## src/rtl/eli_pkg.sv

```systemverilog
// Package for the event log error information encoder.
//
// Functional notes
// Field carries details only for codes with an encoding; otherwise unused.
// Code 0x11 puts the invalid descriptor flags bitmask in 63:32.
// Code 0x19: 63:52 unused, 51 first in batch, 50 record required, 47:32 handle.
// Code 0x19 always reports completion interrupt required (bit 48) as one.
// Bit 49 portal: 0 for the MSI-X portal, 1 for interrupt message store.
// Page fault codes report the faulting operand identifier in bits 63:61.
// Codes 0x03/0x04 inter-domain: 60:48 unused, 47:32 permission handle.
// Codes 0x03/0x04 not inter-domain: bits 60:32 unused.
// Code 0x1a: 60:52 unused, 51 first in batch, 50 always one.
// Page fault handle in 47:32 only when bit 48 is one.
// Codes 0x26/0x27: 63:51 unused, 50 record, 49 portal, 48 interrupt, handle.
// Entry valid bit 7 set when field holds details; flags errors always valid.
// Every unused bit of the field is driven to zero.
package eli_pkg;

    // Error codes with a defined error information encoding
    localparam logic [7:0] CODE_PF_A       = 8'h03;
    localparam logic [7:0] CODE_PF_B       = 8'h04;
    localparam logic [7:0] CODE_PF_C       = 8'h06;
    localparam logic [7:0] CODE_INV_FLAGS  = 8'h11;
    localparam logic [7:0] CODE_INV_HANDLE = 8'h19;
    localparam logic [7:0] CODE_PF_CR      = 8'h1A;
    localparam logic [7:0] CODE_PF_D       = 8'h1F;
    localparam logic [7:0] CODE_PF_DRAIN   = 8'h26;
    localparam logic [7:0] CODE_PF_BATCH   = 8'h27;
    localparam logic [7:0] CODE_ID_LO      = 8'h29;
    localparam logic [7:0] CODE_ID_HI      = 8'h2C;

    // Field positions, relative to bit 32 of the second quadword
    localparam int POS_OPND_HI = 31;
    localparam int POS_OPND_LO = 29;
    localparam int POS_FIRST   = 19;
    localparam int POS_CR      = 18;
    localparam int POS_PORTAL  = 17;
    localparam int POS_CI      = 16;
    localparam int HANDLE_W    = 16;
    localparam int INFO_W      = 32;
    // Valid bit position in the entry's first quadword
    localparam int ENTRY_VALID_POS = 7;
    localparam int ENTRY_CODE_LO   = 8;

    // APB register byte addresses
    localparam logic [7:0] ADDR_CTRL       = 8'h00;
    localparam logic [7:0] ADDR_LAST_CODE  = 8'h04;
    localparam logic [7:0] ADDR_LAST_INFO  = 8'h08;
    localparam logic [7:0] ADDR_COUNT      = 8'h0C;
    localparam logic [7:0] ADDR_INT_STATUS = 8'h10;
    localparam logic [7:0] ADDR_INT_MASK   = 8'h14;

    localparam logic        CTRL_EN_RST  = 1'b1;
    localparam logic [2:0]  INT_MASK_RST = 3'h0;
    localparam int          EV_DONE      = 0;
    localparam int          EV_UNDEF     = 1;
    localparam int          EV_DROP      = 2;
    localparam int          EV_W         = 3;
    localparam int          COUNT_W      = 16;

    typedef struct packed {
        logic [7:0]          code;
        logic [INFO_W-1:0]   flags_mask;
        logic [2:0]          operand_id;
        logic                inter_domain;
        logic [HANDLE_W-1:0] inter_domain_permission_handle;
        logic                first_in_batch;
        logic                cr_required;
        logic                ci_required;
        logic                interrupt_message_store_portal;
        logic [HANDLE_W-1:0] int_handle;
    } eli_req_s;

    typedef struct packed {
        logic [INFO_W-1:0] info;
        logic              info_valid;
    } eli_res_s;

    function automatic logic code_defined(input logic [7:0] code);
        return (code == CODE_PF_A) || (code == CODE_PF_B) || (code == CODE_PF_C) ||
               (code == CODE_INV_FLAGS) || (code == CODE_INV_HANDLE) ||
               (code == CODE_PF_CR) || (code == CODE_PF_D) ||
               (code == CODE_PF_DRAIN) || (code == CODE_PF_BATCH) ||
               ((code >= CODE_ID_LO) && (code <= CODE_ID_HI));
    endfunction

    function automatic logic code_has_operand(input logic [7:0] code);
        return (code == CODE_PF_A) || (code == CODE_PF_B) || (code == CODE_PF_C) ||
               (code == CODE_PF_CR) || (code == CODE_PF_D);
    endfunction

    function automatic logic code_pf_handle(input logic [7:0] code);
        return (code == CODE_PF_CR) || (code == CODE_PF_DRAIN) || (code == CODE_PF_BATCH);
    endfunction

endpackage

```

## src/rtl/eli_encoder.sv

```systemverilog
// Error information encoder with APB registers and interrupt.
//
// Chosen here: the APB register port and the register offsets.
`timescale 1ns/1ns
`default_nettype none
module eli_encoder
    import eli_pkg::*;
(
    input  wire logic              ref_clk_in,
    input  wire logic              rst_b_in,
    input  wire logic              req_valid_in,
    input  wire eli_req_s          req_in,
    output logic [INFO_W-1:0]      info_out,
    output logic                   info_valid_out,
    output logic                   done_out,
    output logic                   irq_out,
    input  wire logic              psel_in,
    input  wire logic              penable_in,
    input  wire logic              pwrite_in,
    input  wire logic [7:0]        paddr_in,
    input  wire logic [31:0]       pwdata_in,
    input  wire logic [3:0]        pstrb_in,
    output logic [31:0]            prdata_out,
    output logic                   pready_out,
    output logic                   pslverr_out
);

    eli_res_s             fmt_res;
    logic                 ctrl_en;
    logic [EV_W-1:0]      int_status;
    logic [EV_W-1:0]      int_mask;
    logic [EV_W-1:0]      next_int_status;
    logic [7:0]           last_code;
    logic                 last_valid;
    logic [INFO_W-1:0]    last_info;
    logic [COUNT_W-1:0]   entry_count;
    logic                 accept;
    logic                 apb_done;
    logic                 apb_wr;
    logic                 apb_rd;
    logic [EV_W-1:0]      events;
    logic [31:0]          next_rdata;
    logic                 next_err;

    eli_info_fmt u_fmt (
        .req_in  (req_in),
        .res_out (fmt_res)
    );

    // Requests while disabled are dropped, not queued
    assign accept   = req_valid_in && ctrl_en;
    assign apb_done = psel_in && penable_in && pready_out;
    assign apb_wr   = apb_done && pwrite_in;
    assign apb_rd   = apb_done && !pwrite_in;

    function automatic logic addr_mapped(input logic [7:0] addr);
        return (addr == ADDR_CTRL) || (addr == ADDR_LAST_CODE) ||
               (addr == ADDR_LAST_INFO) || (addr == ADDR_COUNT) ||
               (addr == ADDR_INT_STATUS) || (addr == ADDR_INT_MASK);
    endfunction

    // Encoded field, registered for the log write path
    always_ff @(posedge ref_clk_in) begin
        if (!rst_b_in) begin
            info_out       <= '0;
            info_valid_out <= 1'b0;
            done_out       <= 1'b0;
        end else begin
            done_out <= accept;
            if (accept) begin
                info_out       <= fmt_res.info;
                info_valid_out <= fmt_res.info_valid;
            end
        end
    end

    // Snapshot of the last entry for software
    always_ff @(posedge ref_clk_in) begin
        if (!rst_b_in) begin
            last_code   <= '0;
            last_valid  <= 1'b0;
            last_info   <= '0;
            entry_count <= '0;
        end else if (accept) begin
            last_code   <= req_in.code;
            last_valid  <= fmt_res.info_valid;
            last_info   <= fmt_res.info;
            entry_count <= entry_count + 1'b1;
        end
    end

    // Control and mask writes
    always_ff @(posedge ref_clk_in) begin
        if (!rst_b_in) begin
            ctrl_en  <= CTRL_EN_RST;
            int_mask <= INT_MASK_RST;
        end else if (apb_wr && pstrb_in[0]) begin
            if (paddr_in == ADDR_CTRL) begin
                ctrl_en <= pwdata_in[0];
            end
            if (paddr_in == ADDR_INT_MASK) begin
                int_mask <= pwdata_in[EV_W-1:0];
            end
        end
    end

    // Sticky events; a read clears only the bits it returned, so new events survive
    always_comb begin
        events              = '0;
        events[EV_DONE]     = accept;
        events[EV_UNDEF]    = accept && !fmt_res.info_valid;
        events[EV_DROP]     = req_valid_in && !ctrl_en;
        next_int_status     = int_status;
        if (apb_rd && (paddr_in == ADDR_INT_STATUS)) begin
            next_int_status = int_status & ~prdata_out[EV_W-1:0];
        end
        next_int_status = next_int_status | events;
    end

    always_ff @(posedge ref_clk_in) begin
        if (!rst_b_in) begin
            int_status <= '0;
            irq_out    <= 1'b0;
        end else begin
            int_status <= next_int_status;
            irq_out    <= |(next_int_status & int_mask);
        end
    end

    // Read data prepared in the setup cycle
    always_comb begin
        next_rdata = '0;
        next_err   = !addr_mapped(paddr_in);
        case (paddr_in)
            ADDR_CTRL: begin
                next_rdata[0] = ctrl_en;
            end
            ADDR_LAST_CODE: begin
                next_rdata[ENTRY_CODE_LO +: 8]   = last_code;
                next_rdata[ENTRY_VALID_POS]      = last_valid;
            end
            ADDR_LAST_INFO: begin
                next_rdata = last_info;
            end
            ADDR_COUNT: begin
                next_rdata[COUNT_W-1:0] = entry_count;
            end
            ADDR_INT_STATUS: begin
                next_rdata[EV_W-1:0] = int_status;
            end
            ADDR_INT_MASK: begin
                next_rdata[EV_W-1:0] = int_mask;
            end
            default: begin
                next_rdata = '0;
            end
        endcase
    end

    // One wait-free access phase: ready follows every setup cycle
    always_ff @(posedge ref_clk_in) begin
        if (!rst_b_in) begin
            pready_out  <= 1'b0;
            prdata_out  <= '0;
            pslverr_out <= 1'b0;
        end else begin
            pready_out <= psel_in && !penable_in;
            if (psel_in && !penable_in) begin
                prdata_out  <= pwrite_in ? 32'h0000_0000 : next_rdata;
                pslverr_out <= next_err;
            end else begin
                prdata_out  <= '0;
                pslverr_out <= 1'b0;
            end
        end
    end
endmodule // eli_encoder
`default_nettype wire

```

## src/rtl/eli_info_fmt.sv

```systemverilog
// Combinational formatter of the 32-bit error information field.
`timescale 1ns/1ns
`default_nettype none
module eli_info_fmt
    import eli_pkg::*;
(
    input  wire eli_req_s req_in,
    output eli_res_s      res_out
);

    always_comb begin
        res_out = '0; // Unused bits stay zero
        case (req_in.code)
            CODE_INV_FLAGS: begin
                res_out.info = req_in.flags_mask;
            end
            CODE_INV_HANDLE: begin
                res_out.info[POS_FIRST]      = req_in.first_in_batch;
                res_out.info[POS_CR]         = req_in.cr_required;
                res_out.info[POS_PORTAL]     = req_in.interrupt_message_store_portal;
                res_out.info[POS_CI]         = 1'b1;
                res_out.info[HANDLE_W-1:0]   = req_in.int_handle;
            end
            CODE_PF_A, CODE_PF_B: begin
                res_out.info[POS_OPND_HI:POS_OPND_LO] = req_in.operand_id;
                if (req_in.inter_domain) begin
                    res_out.info[HANDLE_W-1:0] = req_in.inter_domain_permission_handle;
                end
                // Otherwise 60:32 stay zero
            end
            CODE_PF_C, CODE_PF_D: begin
                res_out.info[POS_OPND_HI:POS_OPND_LO] = req_in.operand_id;
            end
            CODE_PF_CR: begin
                res_out.info[POS_OPND_HI:POS_OPND_LO] = req_in.operand_id;
                res_out.info[POS_FIRST] = req_in.first_in_batch;
                res_out.info[POS_CR]    = 1'b1;
                res_out.info[POS_CI]    = req_in.ci_required;
                // Portal is undefined without interrupt; zero keeps entries stable
                if (req_in.ci_required) begin
                    res_out.info[POS_PORTAL]   = req_in.interrupt_message_store_portal;
                    res_out.info[HANDLE_W-1:0] = req_in.int_handle;
                end
            end
            CODE_PF_DRAIN, CODE_PF_BATCH: begin
                res_out.info[POS_CR] = req_in.cr_required;
                res_out.info[POS_CI] = req_in.ci_required;
                if (req_in.ci_required) begin
                    res_out.info[POS_PORTAL]   = req_in.interrupt_message_store_portal;
                    res_out.info[HANDLE_W-1:0] = req_in.int_handle;
                end
            end
            default: begin
                if ((req_in.code >= CODE_ID_LO) && (req_in.code <= CODE_ID_HI)) begin
                    res_out.info[HANDLE_W-1:0] = req_in.inter_domain_permission_handle;
                end
            end
        endcase
        res_out.info_valid = code_defined(req_in.code);
    end

endmodule // eli_info_fmt
`default_nettype wire

```

## config.mk

```make
export PLATFORM = sky130hd
export DESIGN_NAME = eli_encoder
export DESIGN_NICKNAME = d
export VERILOG_FILES = /design/src/rtl/eli_pkg.sv /design/src/rtl/eli_encoder.sv /design/src/rtl/eli_info_fmt.sv
export SDC_FILE = /design/constraint.sdc
export NUM_CORES = 1
export LEC_CHECK = 0
export ABC_AREA = 0
export BUFFER_PORTS_ARGS = -buffer_cell sky130_fd_sc_hd__buf_4
export CORE_ASPECT_RATIO = 2
export CORE_MARGIN = 2
export CORE_UTILIZATION = 43
export DETAILED_ROUTE_END_ITERATION = 6
export PLACE_DENSITY = 0.75
export REMOVE_ABC_BUFFERS = 1
export SLEW_MARGIN = 25
export SYNTH_ARGS = -nofsm -noshare
export SYNTH_HDL_FRONTEND = slang
export SYNTH_HIERARCHICAL = 1
export SYNTH_SLANG_ARGS = --single-unit
```

## constraint.sdc

```tcl
create_clock -name ref_clk_in -period 1.6 [get_ports ref_clk_in]
set_clock_uncertainty 0.1 [all_clocks]
set_input_delay 0.08 -clock ref_clk_in [delete_from_list [all_inputs] [get_ports ref_clk_in]]
set_output_delay 0.08 -clock ref_clk_in [all_outputs]
set_load 0.05 [all_outputs]
```

**After elaboration in Yosys (flattened, before gate mapping)**

Index checks and enable logic that the tools add are counted.

- Div/mod/pow operators: 0
- Reduce and logical (&&, ||, !) cells: 43
- Equal/unequal tests: 14
- Shifts and indexed selects: 0
- Multiply operators: 0
- Bitwise logic cells: 7
- Multiplexer cells: 14
- $add $sub $neg: 1
- $lt $le $gt $ge: 2

Operators with widths:

| operator | count |
|---|---|
| 16-bit one-hot mux with 5 select lines | 1 |
| 8-bit by 5-bit == test with 1-bit output (second input constant) | 6 |
| 16-bit two-way mux | 3 |
| 9-bit one-hot mux with 3 select lines | 1 |
| 8-bit by 3-bit == test with 1-bit output (second input constant) | 3 |
| 16-bit by 1-bit adder with 16-bit output (second input constant) | 1 |
| 8-bit by 4-bit == test with 1-bit output (second input constant) | 2 |
| 8-bit by 6-bit == test with 1-bit output (second input constant) | 2 |
| 1-bit logical OR | 14 |
| 3-bit one-hot mux with 4 select lines | 1 |
| 1-bit logical AND | 11 |
| 9-bit two-way mux | 1 |
| 3-bit OR reduction | 3 |
| 8-bit by 2-bit == test with 1-bit output (second input constant) | 1 |
| 8-bit by 6-bit >= comparator with 1-bit output (second input constant) | 1 |
| 8-bit by 6-bit less-or-equal comparator with 1-bit output (second input constant) | 1 |
| 8-bit logical NOT | 1 |
| 2-bit one-hot mux with 4 select lines | 1 |
| 4-bit one-hot mux with 2 select lines | 1 |
| 2-bit OR reduction | 4 |
| 3-bit AND | 2 |
| 3-bit one-hot mux with 2 select lines | 1 |
| 2-bit AND reduction | 3 |
| 1-bit logical NOT | 5 |
| 9 further kinds | 11 |

- Input bits: 130
- Output and inout bits: 69
- Memories: 0
- Bits in registers: 100
- Bits in latches: 0
- Memory bits (writable): 0
- Memory bits (read-only): 0

**Longest topological paths before layout**

- Depth in word-level cells: 15
- Gate-level depth with buffers: 9
- Mapped depth without buffers: 8

**Cells and area by module**

Netlist, hierarchy kept.

By module, submodules not included:

| module | area each (µm²) | sequential area each (µm²) | cells an instance | instances |
|---|---|---|---|---|
| eli_encoder | 3819.9 | 2001.9 | 429 | 1 |
| eli_info_fmt | 703.2 | 0.0 | 96 | 1 |

**Worst setup path before layout**

Ideal clock, no wire load.

- Path type: reg-to-reg
- From: register pready_out
- To: register irq_out
- Slack: -259 ps
- Cell stages (with the launch flop): 5
- Buffers on the path: 0
- Arrival time: 1637 ps
- Clock period less this slack: 1859 ps
- Path through: dfxtp_1 -> nand3_1 -> nor4_4 -> a31oi_1 -> a221o_1

- Cells in the longest elaborated chain, start to end: 7

Ends and longest elaborated chain:

| element | RTL line | text |
|---|---|---|
| start, declared | eli_encoder.sv:24 | `output logic pready_out,` |
| start signal, assigned | eli_encoder.sv:167 | `pready_out <= psel_in && !penable_in;` |
| 1-bit logical AND | eli_encoder.sv:52 | `assign apb_done = psel_in && penable_in && pready_out;` |
| 1-bit logical AND | eli_encoder.sv:54 | `assign apb_rd = apb_done && !pwrite_in;` |
| 1-bit logical AND | eli_encoder.sv:114 | `if (apb_rd && (paddr_in == ADDR_INT_STATUS)) begin` |
| 3-bit two-way mux | eli_encoder.sv:114 |  |
| 3-bit OR | eli_encoder.sv:117 | `next_int_status = next_int_status \| events;` |
| 3-bit AND | eli_encoder.sv:126 | `irq_out <= \|(next_int_status & int_mask);` |
| 3-bit OR reduction | eli_encoder.sv:126 |  |
| end signal, assigned | eli_encoder.sv:126 |  |
| end, declared | eli_encoder.sv:16 | `output logic irq_out,` |

Every way passes these cells.
A chain may end at the register's enable or synchronous reset.

**Worst setup path after layout**

- From: register entry_count[3]
- To: register entry_count[15]

- Cells in the longest elaborated chain, start to end: 1

Ends and longest elaborated chain:

| element | RTL line | text |
|---|---|---|
| start, declared | eli_encoder.sv:36 | `logic [COUNT_W-1:0] entry_count;` |
| start signal, assigned | eli_encoder.sv:88 | `entry_count <= entry_count + 1'b1;` |
| 16-bit by 1-bit adder with 16-bit output | eli_encoder.sv:88 |  |

Every way passes these cells.

==> metrics.json <==
{
  "outcome": {"value": "complete, but fails checks"},
  "failed_checks": {"value": "setup timing"},
  "max_slew.worst_pin.slew": {"value": 0.509, "unit": "ns"},
  "yosysWarnings": {"value": 6},
  "critical_path_startpoint_category": {"value": "flip-flop"},
  "cts_tree": {"value": "built"},
  "worstReg2RegStart": {"value": "entry_count[3]"},
  "min_path_type": {"value": "in -> reg"},
  "placement_rows": {"value": 53},
  "dr_total_vias": {"value": 4690},
  "post-dp-hpwl": {"value": 10900, "unit": "um"},
  "clock_tree.buffer_depth": {"value": 2},
  "ff2ff_path_depth": {"value": 4},
  "path_class": {"value": "reg -> reg"},
  "final_common_cell": {"value": "sky130_fd_sc_hd__buf_4"},
  "buffer_ports.inserted": {"value": 166},
  "first_global_vias": {"value": 4779},
  "final_min_period_over_clock_period": {"value": 106, "unit": "%"},
  "fp.coreArea": {"value": 0.0104, "unit": "mm2"},
  "h-tree-depth": {"value": 3},
  "clk_pin_slew_worst_paths": {"value": 0.07, "unit": "ns"},
  "tritoncts_num_sinks": {"value": 100},
  "grt_overflow_total": {"value": 0},
  "clock_tree.root_cell": {"value": "sky130_fd_sc_hd__clkbuf_16"},
  "detail_route.wirelength": {"value": 14400, "unit": "um"},
  "post_drt_wl_per_cell": {"value": 16.3, "unit": "um"},
  "worst_hold_slack": {"value": 0.00510, "unit": "ns"},
  "setup.reg_to_reg.worst_slack": {"value": -0.1, "unit": "ns"},
  "setup_repair_after_global_routing_missed_its_margin": {"value": "yes"},
  "hold_path_depth": {"value": 4},
  "track_usage": {"value": 25.0, "unit": "%"},
  "initial_cell_density_of_the_core": {"value": 43.4, "unit": "%"},
  "critPathRequiredTime": {"value": 1.78, "unit": "ns"},
  "synthesis.instances": {"value": 525},
  "global_route_wire_length_before_repair": {"value": 22700, "unit": "um"},
  "final_hold_viol_count": {"value": 0},
  "antenna_cells_inserted": {"value": 0},
  "yosys_register_bits": {"value": 100},
  "layout-drive-gt1-share": {"value": 37.9, "unit": "%"},
  "drc": {"value": 0},
  "nets": {"value": 876},
  "design.portCount": {"value": 199},
  "die_w": {"value": 76.5, "unit": "um"},
  "syn_area_per_cell": {"value": 8.62, "unit": "um2"},
  "maxSlewViolCount": {"value": 0},
  "most-common-layout-cells": {"value": "217 x sky130_fd_sc_hd__buf_4, 102 x sky130_fd_sc_hd__nand2_1, 93 x sky130_fd_sc_hd__dfxtp_1, 53 x sky130_fd_sc_hd__a21oi_1, 37 x sky130_fd_sc_hd__and2_1"},
  "placement.cell_area": {"value": 0.00630, "unit": "mm2"},
  "finalWorstPathRequiredPeriod": {"value": 1.70, "unit": "ns"},
  "total_power": {"value": 5.22, "unit": "mW"},
  "area_growth_syn_to_fin": {"value": 50.8, "unit": "%"},
  "timing.hold.worst_endpoint": {"value": "last_info[22]"},
  "route.detailed.vias_per_inst": {"value": 5.29},
  "worst_r2r_endpoint": {"value": "entry_count[15]"},
  "grt.busiest_layer": {"value": "met2"},
  "layout.cell_area.non_filler": {"value": 0.00682, "unit": "mm2"},
  "drt-initial-drc-count": {"value": 281},
  "postSynth.topFlopCell": {"value": "sky130_fd_sc_hd__dfxtp_1"},
  "finalWorstSetupSlack": {"value": -0.0950, "unit": "ns"},
  "yosysSeqAreaShare": {"value": 44.3, "unit": "%"},
  "worst_skew_late_latency": {"value": 0.34, "unit": "ns"},
  "max-cap-violations": {"value": 0},
  "worst_ep_arrival_time": {"value": 1.87, "unit": "ns"},
  "grt_start_max_net_pins": {"value": 46},
  "antenna_left": {"value": 0},
  "timing.slew.headroom": {"value": 66.0, "unit": "%"},
  "crit_path_max_fanout": {"value": 4},
  "fmaxAchievable": {"value": 590, "unit": "MHz"},
  "global_route_met3_utilization": {"value": 3.15, "unit": "%"},
  "setup_viol": {"value": 1},
  "postLayoutCoreUtil": {"value": 65.5, "unit": "%"},
  "synthDistinctLibCells": {"value": 60},
  "power_density": {"value": 766, "unit": "mW/mm2"},
  "grt.met1_usage": {"value": 26.4, "unit": "%"},
  "cts-buffers-inserted": {"value": 9},
  "fill_cells": {"value": 888},
  "synth_enable_flop_cells": {"value": 0},
  "floorplan.die.height": {"value": 149, "unit": "um"},
  "leakage": {"value": 2.96, "unit": "nW"},
  "place_congestion": {"value": 0.896},
  "drtPass1Iterations": {"value": 5},
  "grt_use_met2": {"value": 47.4, "unit": "%"},
  "grt_antenna_before_repair": {"value": 0},
  "ir_drop": {"value": 0.510, "unit": "mV"},
  "dieArea": {"value": 0.0114, "unit": "mm2"},
  "critical_hold_path_startpoint": {"value": "req_in[62]"},
  "critical_path.endpoint_type": {"value": "flip-flop"},
  "proportion_of_synthesized_flip_flops_having_asynchronous_set_or_reset": {"value": 0, "unit": "%"},
  "synthesis.area": {"value": 0.00452, "unit": "mm2"}
}
## registers in the layout (all words and copies together) (netlist names)
register,flops
irq_out,1
prdata_out,32
last_valid,1
done_out,1
entry_count,16
pslverr_out,1
int_status,3
int_mask,3
ctrl_en,1
pready_out,1
last_info,32
last_code,8
## cells in the mapped netlist (3+ instances only)
| master | count | area (um2) |
|---|---|---|
| sky130_fd_sc_hd__nor3b_1 | 3 | 22.5 |
| sky130_fd_sc_hd__and3_1 | 7 | 43.8 |
| sky130_fd_sc_hd__mux2i_1 | 10 | 100 |
| sky130_fd_sc_hd__buf_2 | 6 | 30.0 |
| sky130_fd_sc_hd__xor2_1 | 7 | 61.3 |
| sky130_fd_sc_hd__a21o_1 | 4 | 30.0 |
| sky130_fd_sc_hd__a22o_1 | 5 | 43.8 |
| sky130_fd_sc_hd__a21oi_1 | 54 | 270 |
| sky130_fd_sc_hd__or3_1 | 4 | 25.0 |
| sky130_fd_sc_hd__nor3_1 | 6 | 30.0 |
| sky130_fd_sc_hd__nand2b_1 | 4 | 25.0 |
| sky130_fd_sc_hd__mux2_2 | 9 | 101 |
| sky130_fd_sc_hd__o21ai_0 | 11 | 55.1 |
| sky130_fd_sc_hd__nor4_1 | 3 | 18.8 |
| sky130_fd_sc_hd__clkbuf_1 | 19 | 71.3 |
| sky130_fd_sc_hd__a221o_1 | 16 | 160 |
| sky130_fd_sc_hd__nor2_1 | 33 | 124 |
| sky130_fd_sc_hd__nand4_1 | 10 | 62.6 |
| sky130_fd_sc_hd__a22oi_1 | 10 | 75.1 |
| sky130_fd_sc_hd__and4_1 | 3 | 26.3 |
| sky130_fd_sc_hd__nand2_1 | 102 | 383 |
| sky130_fd_sc_hd__xnor2_1 | 6 | 52.6 |
| sky130_fd_sc_hd__inv_1 | 3 | 11.3 |
| sky130_fd_sc_hd__nand3_1 | 6 | 30.0 |
| sky130_fd_sc_hd__and2_1 | 38 | 238 |
| sky130_fd_sc_hd__dfxtp_1 | 100 | 2000 |
| sky130_fd_sc_hd__nor2b_1 | 4 | 25.0 |
## cell families after synthesis
kind of cell,after synthesis,synth area share [%]
xor+xnor,13,2.52
mux,19,4.45
flops,100,44.3
simple gates,243,28.2
buf+inv,35,3.51
fa+ha+maj,1,0.277
compound gates,114,16.7
## critical path: stages (launching register included)
cell,delay (ns)
sky130_fd_sc_hd__dfxtp_2,0.33
sky130_fd_sc_hd__nand4_1,0.17
sky130_fd_sc_hd__or3_4,0.41
sky130_fd_sc_hd__or4_4,0.49
sky130_fd_sc_hd__a21oi_2,0.14
## cell type report
type | instances | area [um2] | area share [%]
Timing Repair Buffer | 240 | 1920 | 28.2
Inverter | 4 | 15.0 | 0.220
Clock inverter | 6 | 43.8 | 0.642
Clock buffer | 10 | 239 | 3.50
Tap cell | 137 | 171 | 2.51
Multi-Input combinational cell | 390 | 2420 | 35.5
Sequential cell | 100 | 2010 | 29.5
## per-stage QoR
step | setup WS [ns] | setup TNS, ns | instances
finish | -0.0950 | -0.0950 | 887
global route | -0.125 | -0.125 | 887
CTS | -0.0943 | -0.0943 | 886
detailed placement | -0.303 | -8.82 | 853
global placement | -0.272 | -6.42 | 853
floorplan | -0.646 | -13.29 | 494
## power by group
group / internal, mW / switching, mW
clock network: 1.11 / 0.976
logic: 0.319 / 0.286
registers: 2.52 / 0.0179
total: 3.94 / 1.28
## per-layer routing
metal / wire length (um) / vias to the layer above
met5: 0 / -
met4: 642 / 0
met3: 598 / 41
met2: 7910 / 177
met1: 5280 / 2185
li1: - / 2287
## repair_timing
action	4_1_cts	5_1_grt
hold buffers	16	0
endpoints found under the hold margin	18	0
setup endpoints to repair	4	10
setup buffers	1	1
pin swaps	2	4
gates resized for setup	7	13
cloned	0	0
## how the worst max path moves through the flow
stage,startpoint,cells after the start,to,slack [ns]
2_1_floorplan,req_in[79],7,irq_out,-0.65
3_3_place_gp,req_in[74],8,irq_out,-0.27
3_5_place_dp,req_in[74],8,irq_out,-0.30
4_1_cts,entry_count[3],4,entry_count[15],-0.09
5_1_grt,entry_count[6],4,entry_count[15],-0.13
6_report,entry_count[3],4,entry_count[15],-0.1
Power figures use the tool's default switching activity.
